## src/sad_pkg.sv

```systemverilog
/*
 * constants, types and address map of the system address decoder
 * assumes a 32-bit byte address from every bus master
 */
package sad_pkg;

    // ----------------------------------------------------------------
    // bus masters, swap modes, targets
    // ----------------------------------------------------------------
    typedef enum logic [1:0] {
        SAD_M_INSTR = 2'h0,
        SAD_M_DATA  = 2'h1,
        SAD_M_DMA   = 2'h2,
        SAD_M_HOST  = 2'h3
    } sad_master_t;

    typedef enum logic [1:0] {
        SAD_SWAP_ROM     = 2'h0,
        SAD_SWAP_SDRAM   = 2'h1,
        SAD_SWAP_ASYNC   = 2'h2,
        SAD_SWAP_TIMEOUT = 2'h3
    } sad_swap_t;

    typedef enum logic [4:0] {
        SAD_T_NONE     = 5'h00,
        SAD_T_BOOT_ROM = 5'h01,
        SAD_T_SDRAM    = 5'h02,
        SAD_T_ASYNC    = 5'h03,
        SAD_T_ITCM     = 5'h04,
        SAD_T_DTCM     = 5'h05,
        SAD_T_ICU      = 5'h06,
        SAD_T_NET      = 5'h07,
        SAD_T_PBUF     = 5'h08,
        SAD_T_DMA_REG  = 5'h09,
        SAD_T_DMA_SRAM = 5'h0A,
        SAD_T_EMC_REG  = 5'h0B,
        SAD_T_PREG     = 5'h0C,
        SAD_T_SPI1     = 5'h0D,
        SAD_T_SPI2     = 5'h0E,
        SAD_T_WDOG     = 5'h0F,
        SAD_T_IFILT    = 5'h10,
        SAD_T_FCNT     = 5'h11
    } sad_target_t;

    // ----------------------------------------------------------------
    // window bounds
    // ----------------------------------------------------------------
    localparam logic [31:0] SAD_LOW_BASE   = 32'h0000_0000;
    localparam logic [31:0] SAD_LOW_LAST   = 32'h03FF_FFFF;
    localparam logic [31:0] SAD_ITCM_LAST  = 32'h0003_FFFF;
    localparam logic [31:0] SAD_DTCM_BASE  = 32'h0800_0000;
    localparam logic [31:0] SAD_DTCM_LAST  = 32'h0803_FFFF;
    localparam logic [31:0] SAD_ICU_BASE   = 32'h1000_0000;
    localparam logic [31:0] SAD_ICU_LAST   = 32'h105F_FFFF;
    localparam logic [31:0] SAD_NET_BASE   = 32'h1060_0000;
    localparam logic [31:0] SAD_NET_LAST   = 32'h107F_FFFF;
    localparam logic [31:0] SAD_PBUF_BASE  = 32'h1080_0000;
    localparam logic [31:0] SAD_PBUF_LAST  = 32'h109F_FFFF;
    localparam logic [31:0] SAD_DMA_BASE   = 32'h10A0_0000;
    localparam logic [31:0] SAD_DMA_LAST   = 32'h10AF_FFFF;
    localparam logic [31:0] SAD_DMAR_LAST  = 32'h10A0_00AF;
    localparam logic [31:0] SAD_DMAS_LAST  = 32'h10A0_12AF;
    localparam logic [31:0] SAD_EMC_BASE   = 32'h10D0_0000;
    localparam logic [31:0] SAD_EMC_LAST   = 32'h10DF_FFFF;
    localparam logic [31:0] SAD_SDRAM_BASE = 32'h2000_0000;
    localparam logic [31:0] SAD_SDRAM_LAST = 32'h2FFF_FFFF;
    localparam logic [31:0] SAD_ASYN_BASE  = 32'h3000_0000;
    localparam logic [31:0] SAD_ASYN_LAST  = 32'h3FFF_FFFF;
    localparam logic [31:0] SAD_PREG_BASE  = 32'h4000_0000;
    localparam logic [31:0] SAD_PREG_LAST  = 32'h4000_7FFF;
    localparam logic [31:0] SAD_ROM_BASE   = 32'h4000_8000;
    localparam logic [31:0] SAD_ROM_LAST   = 32'h4000_9FFF;
    localparam logic [31:0] SAD_SPI1_BASE  = 32'h4001_0000;
    localparam logic [31:0] SAD_SPI1_LAST  = 32'h4001_00FF;
    localparam logic [31:0] SAD_SPI2_BASE  = 32'h4001_1000;
    localparam logic [31:0] SAD_SPI2_LAST  = 32'h4001_10FF;
    localparam logic [31:0] SAD_WDOG_BASE  = 32'h4001_3000;
    localparam logic [31:0] SAD_WDOG_LAST  = 32'h4001_3FFF;
    localparam logic [31:0] SAD_FCNT_BASE  = 32'h4001_4000;
    localparam logic [31:0] SAD_FCNT_LAST  = 32'h4001_4FFF;
    localparam logic [31:0] SAD_IFLT_BASE  = 32'h4001_9000;
    localparam logic [31:0] SAD_IFLT_LAST  = 32'h4001_9FFF;

    // ----------------------------------------------------------------
    // physical sizes as address widths (log2 bytes)
    // ----------------------------------------------------------------
    localparam logic [5:0] SAD_AW_ROM   = 6'h0D;
    localparam logic [5:0] SAD_AW_LOW   = 6'h1A;
    localparam logic [5:0] SAD_AW_TCM   = 6'h12;
    localparam logic [5:0] SAD_AW_ICU   = 6'h17;
    localparam logic [5:0] SAD_AW_NET   = 6'h15;
    localparam logic [5:0] SAD_AW_PBUF  = 6'h10;
    localparam logic [5:0] SAD_AW_DMA   = 6'h14;
    localparam logic [5:0] SAD_AW_EMC   = 6'h14;
    localparam logic [5:0] SAD_AW_SDRAM = 6'h1C;
    localparam logic [5:0] SAD_AW_PREG  = 6'h0F;
    localparam logic [5:0] SAD_AW_SPI   = 6'h08;
    localparam logic [5:0] SAD_AW_WDOG  = 6'h05;
    localparam logic [5:0] SAD_AW_IFLT  = 6'h07;
    localparam logic [5:0] SAD_AW_FCNT  = 6'h03;
    localparam logic [5:0] SAD_AW_NONE  = 6'h00;
    localparam int          SAD_BANK_LSB = 26;

endpackage : sad_pkg

```

## src/sad_alias_mask.sv

```systemverilog
/*
 * keeps only the low address bits that cover a target's physical size
 * assumes width below 32; higher bits come out as zero
 */
module sad_alias_mask (
    input  wire logic [31:0] addr,
    input  wire logic [5:0]  width,
    output logic      [31:0] offset
);
    // ----------------------------------------------------------------
    // mask
    // ----------------------------------------------------------------
    wire logic [31:0] keep_mask;

    assign keep_mask = (32'h0000_0001 << width) - 32'h0000_0001;
    assign offset    = addr & keep_mask;
endmodule // sad_alias_mask

```

## src/sad_decoder.sv

```systemverilog
/*
 * system address decoder: picks one target per master access,
 * applies the low-window swap, tight memories and aliasing
 * assumes requests synchronous to mclk; the answer comes one
 * enabled edge later and targets take it from there
 */
// What this block does
// - swap 00b maps low window to repeated ROM
// - swap 01b maps low window to SDRAM
// - swap 10b maps low window to async memory
// - swap 11b gives timeout error in low window
// - enabled instruction tight memory serves low 256 KB to the instruction master
// - data tight memory sits up to 0803_FFFF
// - 1060_0000 to 107F_FFFF reaches network core
// - 2 MB window repeats 64 KB consistency buffer
// - DMA window splits registers, job SRAM, unused
// - memory controller registers, 1 MB, not aliased
// - segment 2 is SDRAM, single image
// - segment 3 is four mirrored async banks
// - segment 4 start holds 32 KB consistency registers
// - first SPI gets 256 B at 4001_0000
// - watchdog 4 KB slot repeats 32 bytes
// - input filter 4 KB slot repeats 128 bytes
// - frequency counter 4 KB slot repeats 8 bytes
// - bits without function read as zero
// - settings may change at any time
module sad_decoder
    import sad_pkg::*;
#(
    parameter logic [5:0] ASYNC_BANK_AW = 6'h1A
) (
    input  wire logic                 mclk,
    input  wire logic                 reset_n,
    input  wire logic                 clk_en,
    input  wire logic                 req_valid,
    input  wire logic [31:0]          req_addr,
    input  wire sad_pkg::sad_master_t req_master,
    input  wire sad_pkg::sad_swap_t   mem_swap,
    input  wire logic                 itcm_en,
    output logic                      req_ready,
    output logic                      resp_valid,
    output sad_pkg::sad_target_t      resp_target,
    output sad_pkg::sad_master_t      resp_master,
    output logic [31:0]               resp_offset,
    output logic [1:0]                resp_bank,
    output logic                      resp_err,
    output logic                      resp_timeout
);
    import sad_pkg::*;

    // ----------------------------------------------------------------
    // helpers
    // ----------------------------------------------------------------
    function automatic logic in_range(input logic [31:0] a,
                                      input logic [31:0] lo,
                                      input logic [31:0] hi);
        in_range = (a >= lo) && (a <= hi);
    endfunction

    function automatic logic [5:0] width_of(input sad_target_t t,
                                            input logic        low);
        case (t)
            SAD_T_BOOT_ROM: width_of = SAD_AW_ROM;
            SAD_T_SDRAM:    width_of = low ? SAD_AW_LOW : SAD_AW_SDRAM;
            SAD_T_ASYNC:    width_of = low ? SAD_AW_LOW : ASYNC_BANK_AW;
            SAD_T_ITCM:     width_of = SAD_AW_TCM;
            SAD_T_DTCM:     width_of = SAD_AW_TCM;
            SAD_T_ICU:      width_of = SAD_AW_ICU;
            SAD_T_NET:      width_of = SAD_AW_NET;
            SAD_T_PBUF:     width_of = SAD_AW_PBUF;
            SAD_T_DMA_REG:  width_of = SAD_AW_DMA;
            SAD_T_DMA_SRAM: width_of = SAD_AW_DMA;
            SAD_T_EMC_REG:  width_of = SAD_AW_EMC;
            SAD_T_PREG:     width_of = SAD_AW_PREG;
            SAD_T_SPI1:     width_of = SAD_AW_SPI;
            SAD_T_SPI2:     width_of = SAD_AW_SPI;
            SAD_T_WDOG:     width_of = SAD_AW_WDOG;
            SAD_T_IFILT:    width_of = SAD_AW_IFLT;
            SAD_T_FCNT:     width_of = SAD_AW_FCNT;
            default:        width_of = SAD_AW_NONE;
        endcase
    endfunction

    // ----------------------------------------------------------------
    // window hits
    // ----------------------------------------------------------------
    wire logic hit_low   = in_range(req_addr, SAD_LOW_BASE, SAD_LOW_LAST);
    wire logic hit_itcm  = itcm_en && (req_master == SAD_M_INSTR)
                           && in_range(req_addr, SAD_LOW_BASE,
                                       SAD_ITCM_LAST);
    wire logic hit_dtcm  = in_range(req_addr, SAD_DTCM_BASE,
                                    SAD_DTCM_LAST);
    wire logic hit_icu   = in_range(req_addr, SAD_ICU_BASE, SAD_ICU_LAST);
    wire logic hit_net   = in_range(req_addr, SAD_NET_BASE,
                                    SAD_NET_LAST);
    wire logic hit_pbuf  = in_range(req_addr, SAD_PBUF_BASE,
                                    SAD_PBUF_LAST);
    wire logic hit_dmar  = in_range(req_addr, SAD_DMA_BASE,
                                    SAD_DMAR_LAST);
    wire logic hit_dmas  = in_range(req_addr, SAD_DMA_BASE,
                                    SAD_DMAS_LAST);
    wire logic hit_emc   = in_range(req_addr, SAD_EMC_BASE,
                                    SAD_EMC_LAST);
    wire logic hit_sdram = in_range(req_addr, SAD_SDRAM_BASE,
                                    SAD_SDRAM_LAST);
    wire logic hit_asyn  = in_range(req_addr, SAD_ASYN_BASE,
                                    SAD_ASYN_LAST);
    wire logic hit_preg  = in_range(req_addr, SAD_PREG_BASE,
                                    SAD_PREG_LAST);
    wire logic hit_rom   = in_range(req_addr, SAD_ROM_BASE,
                                    SAD_ROM_LAST);
    wire logic hit_spi1  = in_range(req_addr, SAD_SPI1_BASE,
                                    SAD_SPI1_LAST);
    wire logic hit_spi2  = in_range(req_addr, SAD_SPI2_BASE,
                                    SAD_SPI2_LAST);
    wire logic hit_wdog  = in_range(req_addr, SAD_WDOG_BASE,
                                    SAD_WDOG_LAST);
    wire logic hit_ifilt = in_range(req_addr, SAD_IFLT_BASE,
                                    SAD_IFLT_LAST);
    wire logic hit_fcnt  = in_range(req_addr, SAD_FCNT_BASE,
                                    SAD_FCNT_LAST);

    // ----------------------------------------------------------------
    // target selection
    // ----------------------------------------------------------------
    wire logic        low_swap = hit_low && !hit_itcm;
    wire sad_target_t low_target =
        (mem_swap == SAD_SWAP_ROM)   ? SAD_T_BOOT_ROM :
        (mem_swap == SAD_SWAP_SDRAM) ? SAD_T_SDRAM :
        (mem_swap == SAD_SWAP_ASYNC) ? SAD_T_ASYNC :
                                       SAD_T_NONE;
    wire sad_target_t next_target =
        hit_itcm  ? SAD_T_ITCM :
        low_swap  ? low_target :
        hit_dtcm  ? SAD_T_DTCM :
        hit_icu   ? SAD_T_ICU :
        hit_net   ? SAD_T_NET :
        hit_pbuf  ? SAD_T_PBUF :
        hit_dmar  ? SAD_T_DMA_REG :
        hit_dmas  ? SAD_T_DMA_SRAM :
        hit_emc   ? SAD_T_EMC_REG :
        hit_sdram ? SAD_T_SDRAM :
        hit_asyn  ? SAD_T_ASYNC :
        hit_preg  ? SAD_T_PREG :
        hit_rom   ? SAD_T_BOOT_ROM :
        hit_spi1  ? SAD_T_SPI1 :
        hit_spi2  ? SAD_T_SPI2 :
        hit_wdog  ? SAD_T_WDOG :
        hit_ifilt ? SAD_T_IFILT :
        hit_fcnt  ? SAD_T_FCNT :
                    SAD_T_NONE;
    wire logic        next_timeout = low_swap
                                     && (mem_swap == SAD_SWAP_TIMEOUT);
    wire logic        next_err     = (next_target == SAD_T_NONE);
    wire logic [5:0]  next_width   = width_of(next_target, low_swap);
    wire logic [1:0]  next_bank    = low_swap ? 2'h0
                                   : req_addr[SAD_BANK_LSB +: 2];
    logic      [31:0] next_offset;

    sad_alias_mask u_mask (
        .addr   (req_addr),
        .width  (next_width),
        .offset (next_offset)
    );

    // ----------------------------------------------------------------
    // answer registers
    // ----------------------------------------------------------------
    assign req_ready = clk_en;

    always_ff @(posedge mclk) begin
        if (!reset_n) begin
            resp_valid <= 1'b0;
        end else if (clk_en) begin
            resp_valid <= req_valid;
        end
    end

    always_ff @(posedge mclk) begin
        if (!reset_n) begin
            resp_target  <= SAD_T_NONE;
            resp_master  <= SAD_M_INSTR;
            resp_offset  <= 32'h0000_0000;
            resp_bank    <= 2'h0;
            resp_err     <= 1'b0;
            resp_timeout <= 1'b0;
        end else if (clk_en && req_valid) begin
            resp_target  <= next_target;
            resp_master  <= req_master;
            resp_offset  <= next_err ? 32'h0000_0000 : next_offset;
            resp_bank    <= (next_target == SAD_T_ASYNC) ? next_bank
                                                         : 2'h0;
            resp_err     <= next_err;
            resp_timeout <= next_timeout;
        end
    end

    // ----------------------------------------------------------------
    // checks
    // ----------------------------------------------------------------
    wire logic req_go = clk_en && req_valid;
    wire logic low_req = req_go && hit_low && !hit_itcm;

    property p_rom_swap;
        @(posedge mclk) disable iff (!reset_n)
        low_req && mem_swap == SAD_SWAP_ROM |=> resp_target == SAD_T_BOOT_ROM
            && resp_offset == {19'h0, $past(req_addr[12:0])};
    endproperty
    a_rom_swap: assert property (p_rom_swap)
        else $error("low window not on repeated boot rom");

    property p_sdram_swap;
        @(posedge mclk) disable iff (!reset_n)
        low_req && mem_swap == SAD_SWAP_SDRAM |=> resp_target == SAD_T_SDRAM
            && resp_offset == {6'h0, $past(req_addr[25:0])};
    endproperty
    a_sdram_swap: assert property (p_sdram_swap)
        else $error("low window not on sdram");

    property p_async_swap;
        @(posedge mclk) disable iff (!reset_n)
        low_req && mem_swap == SAD_SWAP_ASYNC |=> resp_target == SAD_T_ASYNC
            && resp_offset == $past(req_addr) && resp_bank == 2'h0;
    endproperty
    a_async_swap: assert property (p_async_swap)
        else $error("low window not on async memory");

    property p_timeout;
        @(posedge mclk) disable iff (!reset_n)
        low_req && mem_swap == SAD_SWAP_TIMEOUT
            |=> resp_timeout && resp_err && resp_target == SAD_T_NONE;
    endproperty
    a_timeout: assert property (p_timeout)
        else $error("timeout mode did not give an error");

    property p_itcm;
        @(posedge mclk) disable iff (!reset_n)
        req_go && itcm_en && req_master == SAD_M_INSTR
            && req_addr <= SAD_ITCM_LAST
            |=> resp_target == SAD_T_ITCM && !resp_timeout;
    endproperty
    a_itcm: assert property (p_itcm)
        else $error("instruction tight memory not selected");

    property p_net;
        @(posedge mclk) disable iff (!reset_n)
        req_go && hit_net |=> resp_target == SAD_T_NET
            && resp_offset == $past(req_addr) - SAD_NET_BASE;
    endproperty
    a_net: assert property (p_net)
        else $error("network core window wrong");

    property p_pbuf;
        @(posedge mclk) disable iff (!reset_n)
        req_go && hit_pbuf |=> resp_target == SAD_T_PBUF
            && resp_offset[31:16] == 16'h0000;
    endproperty
    a_pbuf: assert property (p_pbuf)
        else $error("consistency buffer not repeated");

    property p_dma_split;
        @(posedge mclk) disable iff (!reset_n)
        req_go && in_range(req_addr, SAD_DMA_BASE, SAD_DMA_LAST)
            |=> (resp_target == SAD_T_DMA_REG)
                == ($past(req_addr) <= SAD_DMAR_LAST)
            && resp_err == ($past(req_addr) > SAD_DMAS_LAST);
    endproperty
    a_dma_split: assert property (p_dma_split)
        else $error("dma window split wrong");

    property p_wdog;
        @(posedge mclk) disable iff (!reset_n)
        req_go && hit_wdog |=> resp_target == SAD_T_WDOG
            && resp_offset == {27'h0, $past(req_addr[4:0])};
    endproperty
    a_wdog: assert property (p_wdog)
        else $error("watchdog slot not repeated");

    property p_unmapped;
        @(posedge mclk) disable iff (!reset_n)
        req_go && next_target == SAD_T_NONE
            |=> resp_err && resp_offset == 32'h0000_0000;
    endproperty
    a_unmapped: assert property (p_unmapped)
        else $error("unmapped access not refused");

    property p_hold;
        @(posedge mclk) disable iff (!reset_n)
        !clk_en |=> $stable(resp_valid) && $stable(resp_target);
    endproperty
    a_hold: assert property (p_hold)
        else $error("answer moved while clock enable low");

    c_boot: cover property (@(posedge mclk) disable iff (!reset_n)
        low_req && mem_swap == SAD_SWAP_ROM);
    c_bank3: cover property (@(posedge mclk) disable iff (!reset_n)
        req_go && hit_asyn && req_addr[SAD_BANK_LSB +: 2] == 2'h3);
    c_err: cover property (@(posedge mclk) disable iff (!reset_n)
        resp_valid && resp_err);
    c_b2b: cover property (@(posedge mclk) disable iff (!reset_n)
        resp_valid [*3]);
endmodule // sad_decoder

```

## config.mk

```make
export PLATFORM = sky130hd
export DESIGN_NAME = sad_decoder
export DESIGN_NICKNAME = d
export VERILOG_FILES = /design/src/sad_pkg.sv /design/src/sad_alias_mask.sv /design/src/sad_decoder.sv
export SDC_FILE = /design/constraint.sdc
export NUM_CORES = 1
export LEC_CHECK = 0
export BUFFER_PORTS_ARGS = -buffer_cell sky130_fd_sc_hd__buf_2
export CORE_MARGIN = 2
export CORE_UTILIZATION = 56
export DETAILED_ROUTE_END_ITERATION = 8
export HOLD_SLACK_MARGIN = 0.02
export PLACE_DENSITY = 0.86
export SLEW_MARGIN = 15
export SYNTH_ARGS = -nofsm -noshare
export SYNTH_HDL_FRONTEND = slang
export SYNTH_SLANG_ARGS = --single-unit
```

## constraint.sdc

```tcl
create_clock -name mclk -period 7.05 [get_ports mclk]
set_input_delay 0.3525 -clock mclk [delete_from_list [all_inputs] [get_ports mclk]]
set_output_delay 0.3525 -clock mclk [all_outputs]
set_load 0.02 [all_outputs]
```

== Yosys cells after proc, flatten, opt, wreduce, memory -nomap -nowiden ==
Index checks and enable logic that the tools add are counted.

* Memory bits (read-only): 0
* Input bits: 41
* Logic and storage cells: 120
* Bits in latches: 0
* Bits in registers: 44
* RAM bits: 0
* Memories: 0

* Add/sub/neg operators: 1
* Reductions and logical operators: 30
* Divide/modulo/power cells: 0
* $lt $le $gt $ge: 34
* Shift operators: 1
* $mul: 0
* Bitwise operators: 1
* Muxes and demuxes: 26
* Equality and inequality tests: 20

{| class="wikitable"
|+ Operators with widths
! cell !! count
|-
| $ge 32x31->1 const B || 7
|-
| $le 32x31->1 const B || 7
|-
| $le 32x29->1 const B || 6
|-
| $ge 32x29->1 const B || 5
|-
| $mux 5 || 18
|-
| $pmux 5 s13 || 1
|-
| $ge 32x30->1 const B || 2
|-
| $le 32x30->1 const B || 2
|-
| $eq 5x4->1 const B || 8
|-
| $and 32x32->32 || 1
|-
| $ge 32x1->1 const B || 1
|-
| $ge 32x28->1 const B || 1
|-
| $le 32x18->1 const B || 1
|-
| $le 32x26->1 const B || 1
|-
| $le 32x28->1 const B || 1
|-
| $mux 32 || 1
|-
| $shl 1x5->32 const A || 1
|-
| $sub 32x1->32 const B || 1
|-
| $logic_and 1x1->1 || 23
|-
| $eq 5x3->1 const B || 4
|-
| $eq 5x2->1 const B || 2
|-
| $eq 5x5->1 const B || 2
|-
| $mux 2 || 5
|-
| $eq 5x1->1 const B || 1
|-
| 8 further kinds || 11
|}

== Depth between registers and ports, before layout ==
Gate-level depths: netlist of the first run.

* Depth in word-level cells: 27
* Mapped depth: 18

== Cells and area by module ==
From an unflattened synthesis of the first run, not the netlist that was laid out.

* Cell total of the unflattened synthesis: 412
* Area, all modules: 3,321.9 sq um

{| class="wikitable"
|+ By module, submodules not included
! module !! area each (sq um) !! instances !! cells each
|-
| sad_decoder || 2,451.1 || 1 || 274
|-
| sad_alias_mask || 870.8 || 1 || 138
|}

== Least setup slack after synthesis of the first run ==
No wires, ideal clock.

* Path kind: in2reg
* Start: in req_addr[26]
* End: reg resp_offset[26]
* Arrival time: 3.749 ns
* Data required time: 6.933 ns
* Path buffers: 4
* Stages: 18
* Slack: 3.184 ns
* Cell sequence: or4_1 -> buf_2 -> o21ai_1 -> a22oi_1 -> or3_1 -> and3_1 -> buf_6 -> nor3b_4 -> nand2_2 -> clkbuf_1 -> ha_1 -> nor2b_1 -> a21boi_0 -> and2_1 -> clkbuf_1 -> nand4_1 -> xor2_1 -> a32o_1

* Longest elaborated chain between the ends: 27

{| class="wikitable"
|+ Ends and longest elaborated chain
! item !! RTL line !! source
|-
| from (decl) || sad_decoder.sv:36 || <nowiki>input wire logic [31:0] req_addr,</nowiki>
|-
| $ge 32x31->1 or $le 32x31->1 (tied branches) || sad_decoder.sv:57 || <nowiki>in_range = (a >= lo) && (a <= hi);</nowiki>
|-
| $logic_and 1x1->1 || sad_decoder.sv:57 ||
|-
| $mux 5 || sad_decoder.sv:150 || <nowiki>hit_fcnt ? SAD_T_FCNT :</nowiki>
|-
| $mux 5 || sad_decoder.sv:149 || <nowiki>hit_ifilt ? SAD_T_IFILT :</nowiki>
|-
| $mux 5 || sad_decoder.sv:148 || <nowiki>hit_wdog ? SAD_T_WDOG :</nowiki>
|-
| $mux 5 || sad_decoder.sv:147 || <nowiki>hit_spi2 ? SAD_T_SPI2 :</nowiki>
|-
| $mux 5 || sad_decoder.sv:146 || <nowiki>hit_spi1 ? SAD_T_SPI1 :</nowiki>
|-
| $mux 5 || sad_decoder.sv:145 || <nowiki>hit_rom ? SAD_T_BOOT_ROM :</nowiki>
|-
| [11 not listed] || - ||
|-
| $mux 5 || sad_decoder.sv:133 || <nowiki>hit_itcm ? SAD_T_ITCM :</nowiki>
|-
| $eq 5x4->1 or $eq 5x3->1 (tied branches) || sad_decoder.sv:62 || <nowiki>case (t)</nowiki>
|-
| $reduce_or 3->1 (no line) or $reduce_or 2->1 (tied branches) || - ||
|-
| $pmux 5 s13 || sad_decoder.sv:62 ||
|-
| $shl 1x5->32 || sad_alias_mask.sv:15 || <nowiki>assign keep_mask = (32'h0000_0001 << width) - 32'h0000_0001;</nowiki>
|-
| $sub 32x1->32 || sad_alias_mask.sv:15 ||
|-
| $and 32x32->32 || sad_alias_mask.sv:16 || <nowiki>assign offset = addr & keep_mask;</nowiki>
|-
| $mux 32 (*) || sad_decoder.sv:190 || <nowiki>resp_offset <= next_err ? 32'h0000_0000 : next_offset;</nowiki>
|-
| to (signal assigned) || sad_decoder.sv:190 ||
|-
| to (decl) || sad_decoder.sv:44 || <nowiki>output logic [31:0] resp_offset,</nowiki>
|}

Every way passes the cells marked *; elsewhere a longest branch is shown, timed or not.
A chain may end at the register's enable or synchronous reset.

== Worst setup path after layout of the first run ==
* Start: in req_addr[19]
* End: reg resp_offset[20]

The elaborated chain is that of the path after synthesis.

==> impl_metrics.tcl, run 1 <==
set metrics [dict create \
    p_per_area_nw_per_um2 156.5 \
    route.vias.total 2975 \
    syn_area_cell_um2 8.156 \
    critPathBufInv 1 \
    cell_at_the_slowest_stage_of_the_critical_path "nor4_1" \
    synth-warning-count 0 \
    flow.area_growth_from_synthesis_pct 16.36 \
    final_antenna_net_count 0 \
    core.rowCount 25 \
    design.die.area_um2 5608 \
    result_of_the_run "completed" \
    wirelength_routed_mm 8.308 \
    min_path_cells 3 \
    worst-slew-pin-transition_ns 0.9448 \
    max_freq_ghz 0.2340 \
    grt_first_pass_wirelength_mm 12.94 \
    clock_path_buffers 2 \
    finalHoldViolations 0 \
    period_minus_slack_ns 4.274 \
    tritoncts.num_buffers 5 \
    postSynthRegisterBits 44 \
    cts.repair.resized 0 \
    final.fill_count 434 \
    final_nets 456 \
    grt_antenna_before_repair 0 \
    worst_path_dominant_cell_family "simple AND/OR/NAND/NOR gates" \
    route.detailed.wl_per_inst_um 17.38 \
    ys_seq_area_share_pct 31.30 \
    io_buffers 85 \
    cts_tree "built" \
    via_per_inst 6.224 \
    mappedNetlistNets 390 \
    clock_skew_ns 0 \
    grt_start_max_net_pins 35 \
    post-synth-top-area-cell "dfxtp_1" \
    critical_path.cell_chain "buf_2 -> nor4_1 -> nand4_1 -> nor4_1 -> nand4_1 -> and3_1 -> nor3b_4 -> nand2_2 -> ha_1 -> nor2b_1 -> a21boi_0 -> and2_1 -> nand4b_1 -> xor2_1 -> a32o_1" \
    cell_depth_of_the_worst_flop_to_flop_path 3 \
    antenna_cells 0 \
    path_max_fanout 13 \
    layout.cell_area.non_filler_um2 3274 \
    arrival_ns 4.46 \
    synth_top_cells_by_count "nand2_1, dfxtp_1, nand4_1, and2_1, clkbuf_1" \
    synth.distinct_cells 64 \
    finalCritPeriodShare_pct 60.62 \
    cts_h_tree_lvls 2 \
    multi_input_comb_area_um2 1762 \
    die_height_um 74.89 \
    clock_tree.root_cell "clkbuf_8" \
    worstSetupEndpointType "register" \
    ys_top_cells_by_area "dfxtp_1, nand2_1, nand4_1" \
    cts_post_setup_buffers_inserted 0 \
    synthFlopType "dfxtp_1" \
    yosysTopAreaCellShare_pct 31.30 \
    mappedNetlistArea_um2 2814 \
    area.sequential_um2 880.8 \
    finalWeightedCongestion 0.9992 \
    drive_gt1_share_pct 26.52 \
    cts_hold_buffers 0 \
    drtIter0Drc 317 \
    setup_viol 0 \
    gr-usage-all-layers_pct 30.34 \
    maxCapViolations 0 \
    peakVddDrop_mv 0.1215 \
    floorplan.initialDensity_pct 58.80 \
    slew-limit-headroom_pct 36.43 \
    ioPinCount 86 \
    clkTransAtPathRegs_ns 0.08 \
    tritoncts_num_sinks 44 \
    p_leak_nw 1.347 \
    detailedRoute.firstPassIterationCount 5 \
    yosysMostFrequentCell "nand2_1" \
    cp_num_cells 15 \
    tns_ns 0 \
    kind_of_critical_path "in -> reg" \
    slowest_stage_delay_on_critical_path_ns 0.65 \
    gr-total-overflow 0 \
    post-route-drc-count 0 \
    clk-insertion-delay-late_ns 0.30 \
    grt_setup_unrepaired "false" \
    core_area_um2 4786 \
    post_synth_inst_count 345 \
    synth_edf_count 0 \
    timing.critical_path.required_ns 7.24 \
    async_reset_ff_share_pct 0 \
    place.detailed.hpwl_mm 6.345 \
    die_x_um 74.89 \
    via_count_of_the_first_global_routing_pass 2624 \
    report.final.slew_viol_count 0 \
    worstHoldPathType "in -> reg" \
    startpoint_type "input pin" \
    placement.cell_area_um2 3193 \
]
[through the flow]
stage | instances | total power [W] | setup slack [ns] | util (%) | hold slack, ns
after floorplan | 345 | 0.0003282 | 3.184 | - | 0.4851
after global placement | 471 | 0.0003606 | 2.647 | 66.72 | 0.4447
after detailed placement | 471 | 0.0003615 | 2.667 | 66.72 | 0.4514
after CTS | 478 | 0.0005110 | 2.965 | 68.42 | 0.3149
after global routing | 478 | 0.0005342 | 2.583 | 68.42 | 0.3328
final | 478 | 0.0005124 | 2.776 | 68.42 | 0.3099
[layout make-up]
class	count	share of cell area (%)
Tap cell	67	2.560
Multi-Input combinational cell	266	53.80
Inverter	7	0.8024
Timing Repair Buffer	87	13.45
Sequential cell	44	26.90
Clock buffer	5	2.102
Clock inverter	2	0.3821
[routing by layer]
layer	track usage [%]	share of wire (%)	vias up	wire, um
li1	-	-	1428	-
met1	43.33	44	1378	3660
met2	45.81	46	159	3788
met3	6.158	9.0	10	746
met4	9.921	1.4	0	113
met5	0	0	-	0
[cell families after synthesis]
family / after synthesis / synth area share, %
AOI/OAI and AO/OA: 86 / 23.66
adders and majority gates: 4 / 1.779
buffers and inverters: 35 / 6.091
xor gates and xnor gates: 4 / 1.245
DFF: 44 / 31.30
and+or+nand+nor: 171 / 35.79
other: 1 / 0.1333
[worst paths after layout]
check	to	from	slack (ns)
max	resp_offset[20]	req_addr[19]	2.78
min	resp_master[0]	req_master[0]	0.31
max reg2reg	resp_target[4]	resp_target[4]	6.31
min reg2reg	resp_offset[0]	resp_offset[0]	0.47
[layout by cell type, fill, tap and decap left out, drive strengths merged, types with 6 or more instances in the layout]
cell type	count
dfxtp	44
nor4b	6
inv	7
buf	87
nand2	48
nand3	10
a21oi	10
o21ai	18
nand4	19
a21boi	15
and2	16
nor2	13
a32o	11
nor2b	6
nor4	9
and3	12
nor3	10
[tightest hold or removal path, cell delays in order]
cell and delay, ns:
buf_2 0.10, nand2_1 0.04, a21boi_0 0.06
[power by group]
group | internal [W] | total [W] | leakage, nW | switching [W]
sequential | 0.000254 | 0.000256 | 0.356 | 0.00000249
clock | 0.0000672 | 0.000154 | 0.0400 | 0.0000872
combinational | 0.0000352 | 0.000102 | 0.951 | 0.0000666
[state kept, by name (all words and copies together), names as in the netlist]
register      count
resp_master       2
resp_target       5
resp_valid        1
resp_bank         2
resp_err          1
resp_timeout      1
resp_offset      32
No activity file was read; power rests on OpenSTA's default activity.
==> inputs of run 2 (changes only) <==
Settings changed: ABC_AREA set to 1, CORE_UTILIZATION 56 to 48, PLACE_DENSITY 0.86 to 0.77.
Clock period 7.05 ns to 3.75 ns, I/O delays scaled along.
==> impl_metrics.tcl, run 2 <==
set metrics [dict create \
    result_of_the_run "completed" \
    synthSimpleGateAreaFrac_pct 46.76 \
    io_buffers 85 \
    p_leak_nw 1.761 \
    peakVddDrop_mv 0.2214 \
    synthFlopType "dfxtp_1" \
    post_synth_inst_count 460 \
    floorplan.initialDensity_pct 50.35 \
    post-synth-top-area-cell "dfxtp_1" \
    min_path_cells 3 \
    cts_tree "built" \
    gr-total-overflow 0 \
    final_antenna_net_count 0 \
    tns_ns 0 \
    maxCapViolations 0 \
    top_regs "resp_offset (32), resp_target (5)" \
    whs_endpoint "resp_offset[0]" \
    worstHoldPathType "in -> reg" \
    ys_seq_area_share_pct 29.03 \
    post-route-drc-count 0 \
    reg2reg_to "resp_target[1]" \
    finalWeightedCongestion 1.028 \
    synth-warning-count 0 \
    ioPinCount 86 \
    path_max_fanout 8 \
    synth.distinct_cells 39 \
    antenna_cells 0 \
    grt_first_pass_wirelength_mm 14.57 \
    grt_start_max_net_pins 36 \
    clock_tree.root_cell "clkbuf_8" \
    largest-register "resp_offset" \
    core.rowCount 28 \
    tritoncts.num_buffers 5 \
    async_reset_ff_share_pct 0 \
    grt_antenna_before_repair 0 \
    critical_path.cell_chain "buf_2 -> nor2_2 -> nand2_4 -> a21oi_4 -> nand3_1 -> nor2_1 -> nor2_1 -> nand2_1 -> nand3_1 -> nand2_4 -> nand3_4 -> ha_1 -> nand2_1 -> inv_2 -> nand3_2 -> inv_2 -> nand2_1 -> nand3b_1 -> a21oi_1" \
    min_from "req_addr[0]" \
    design.die.area_um2 6973 \
    synth-compound-area-share_pct 12.29 \
    critical_path.reg2reg.startpoint "resp_target[1]" \
    drive_gt1_share_pct 29.81 \
    core_area_um2 6026 \
    worstSetupEndpointType "register" \
    cts_h_tree_lvls 2 \
    setup_viol 0 \
    slowest_stage_delay_on_critical_path_ns 0.38 \
    syn_area_cell_um2 6.596 \
    finalCritPeriodShare_pct 71.92 \
    worst-slew-pin-transition_ns 1.044 \
    grt_setup_unrepaired "false" \
    setup_slack_at_placement_ns 0.7680 \
    power_w 0.001137 \
    layout.cell_area.non_filler_um2 3622 \
    mappedNetlistArea_um2 3034 \
    postSynthRegisterBits 44 \
    route.vias.total 3333 \
    whs_ns 0.1466 \
    post_synth_xor_area_fraction_pct 0 \
    worst_path_most_repeated_cell "nand2_1" \
    via_per_inst 5.420 \
    cts_hold_buffers 0 \
    detailedRoute.firstPassIterationCount 5 \
    finalHoldViolations 0 \
    timing.critical_path.required_ns 3.96 \
    cell_at_the_slowest_stage_of_the_critical_path "nor2_1" \
    post_synth_mux_area_share_pct 0 \
    drtIter0Drc 216 \
    final_common_cell "nand2_1" \
    die_height_um 83.51 \
    final_cell_mix "nand2_1, buf_2, inv_1" \
    kind_of_critical_path "in -> reg" \
    final_nets 584 \
    clk-insertion-delay-late_ns 0.30 \
    max_freq_ghz 0.3708 \
    p_per_area_nw_per_um2 314.0 \
    via_count_of_the_first_global_routing_pass 2962 \
    synth_adder_area_share_pct 1.649 \
    cell_depth_of_the_worst_flop_to_flop_path 2 \
    arrival_ns 2.91 \
    mappedNetlistNets 505 \
    die_x_um 83.51 \
    clock_skew_ns 0 \
    startpoint_type "input pin" \
    yosysMostFrequentCell "nand2_1" \
    place.detailed.hpwl_mm 7.023 \
    yosysTopAreaCellShare_pct 29.03 \
    slew-limit-headroom_pct 29.99 \
    period_minus_slack_ns 2.697 \
    report.final.slew_viol_count 0 \
    clkTransAtPathRegs_ns 0.08 \
    cts_post_setup_buffers_inserted 0 \
    synth_top_cells_by_count "nand2_1, inv_1, nor2_1, dfxtp_1, a21oi_1" \
    tritoncts_num_sinks 44 \
    final_critical_path_setup_slack_ns 1.053 \
    reg2reg_setup_slack_ns 3.07 \
    gr-usage-all-layers_pct 25.57 \
    ys_top_cells_by_area "dfxtp_1, nand2_1, inv_1" \
    cts.repair.resized 0 \
    wirelength_routed_mm 8.938 \
    largest_register_ffs 32 \
    synth_edf_count 0 \
    combinational_family_with_the_most_area_after_synthesis "simple AND/OR/NAND/NOR gates" \
    flow.area_growth_from_synthesis_pct 19.38 \
    placement.cell_area_um2 3496 \
    clock_path_buffers 2 \
    route.detailed.wl_per_inst_um 14.53 \
]
[run 2: worst max path at each step]
stage / startpoint / to / depth (start not counted)
global placement: req_addr[25] / resp_offset[26] / 19
floorplan: req_addr[23] / resp_offset[26] / 20
CTS: req_addr[25] / resp_offset[26] / 19
detailed placement: req_addr[25] / resp_offset[26] / 19
finish: req_addr[25] / resp_offset[26] / 19
global route: req_addr[25] / resp_offset[26] / 19
[run 2: worst max-delay path: cells and delay by family]
family	cells	cell delay [ns]
buffers and inverters	3	0.28
AO/OA/AOI/OAI	2	0.34
AND/OR/NAND/NOR	13	1.83
adder cells (fa/ha/maj)	1	0.25
[run 2: stage by stage]
stage	std cells	utilization, %
floorplan	460	-
global placement	607	58.02
detailed placement	607	58.02
CTS	615	60.11
global route	615	60.11
finish	615	60.11
[run 2: where the power goes]
group | switching [W] | internal [W]
sequential | 0.00000656 | 0.000482
combinational | 0.000174 | 0.0000780
clock | 0.000162 | 0.000235
total | 0.000343 | 0.000795
[run 2: kinds of logic (layout without fill, tap and decap cells)]
logic type,Yosys count,after routing
compound gates,64,64
buf+inv,78,158
simple gates,269,269
other cells,1,1
flops,44,44
fa+ha+maj,4,4
[run 2: layout make-up]
type	count	area, um^2
Clock buffer	7	96.34
Tap cell	75	93.84
Fill cell	628	2404
Inverter	64	242.7
Sequential cell	44	880.8
Clock inverter	1	30.03
Multi-Input combinational cell	338	1846
Timing Repair Buffer	86	432.9
[run 2: metal layers]
metal | wire length, um | GRT usage [%]
met1 | 4149 | 35.68
met2 | 4149 | 42.67
met3 | 565 | 3.858
met4 | 72 | 4.252
met5 | 0 | 0
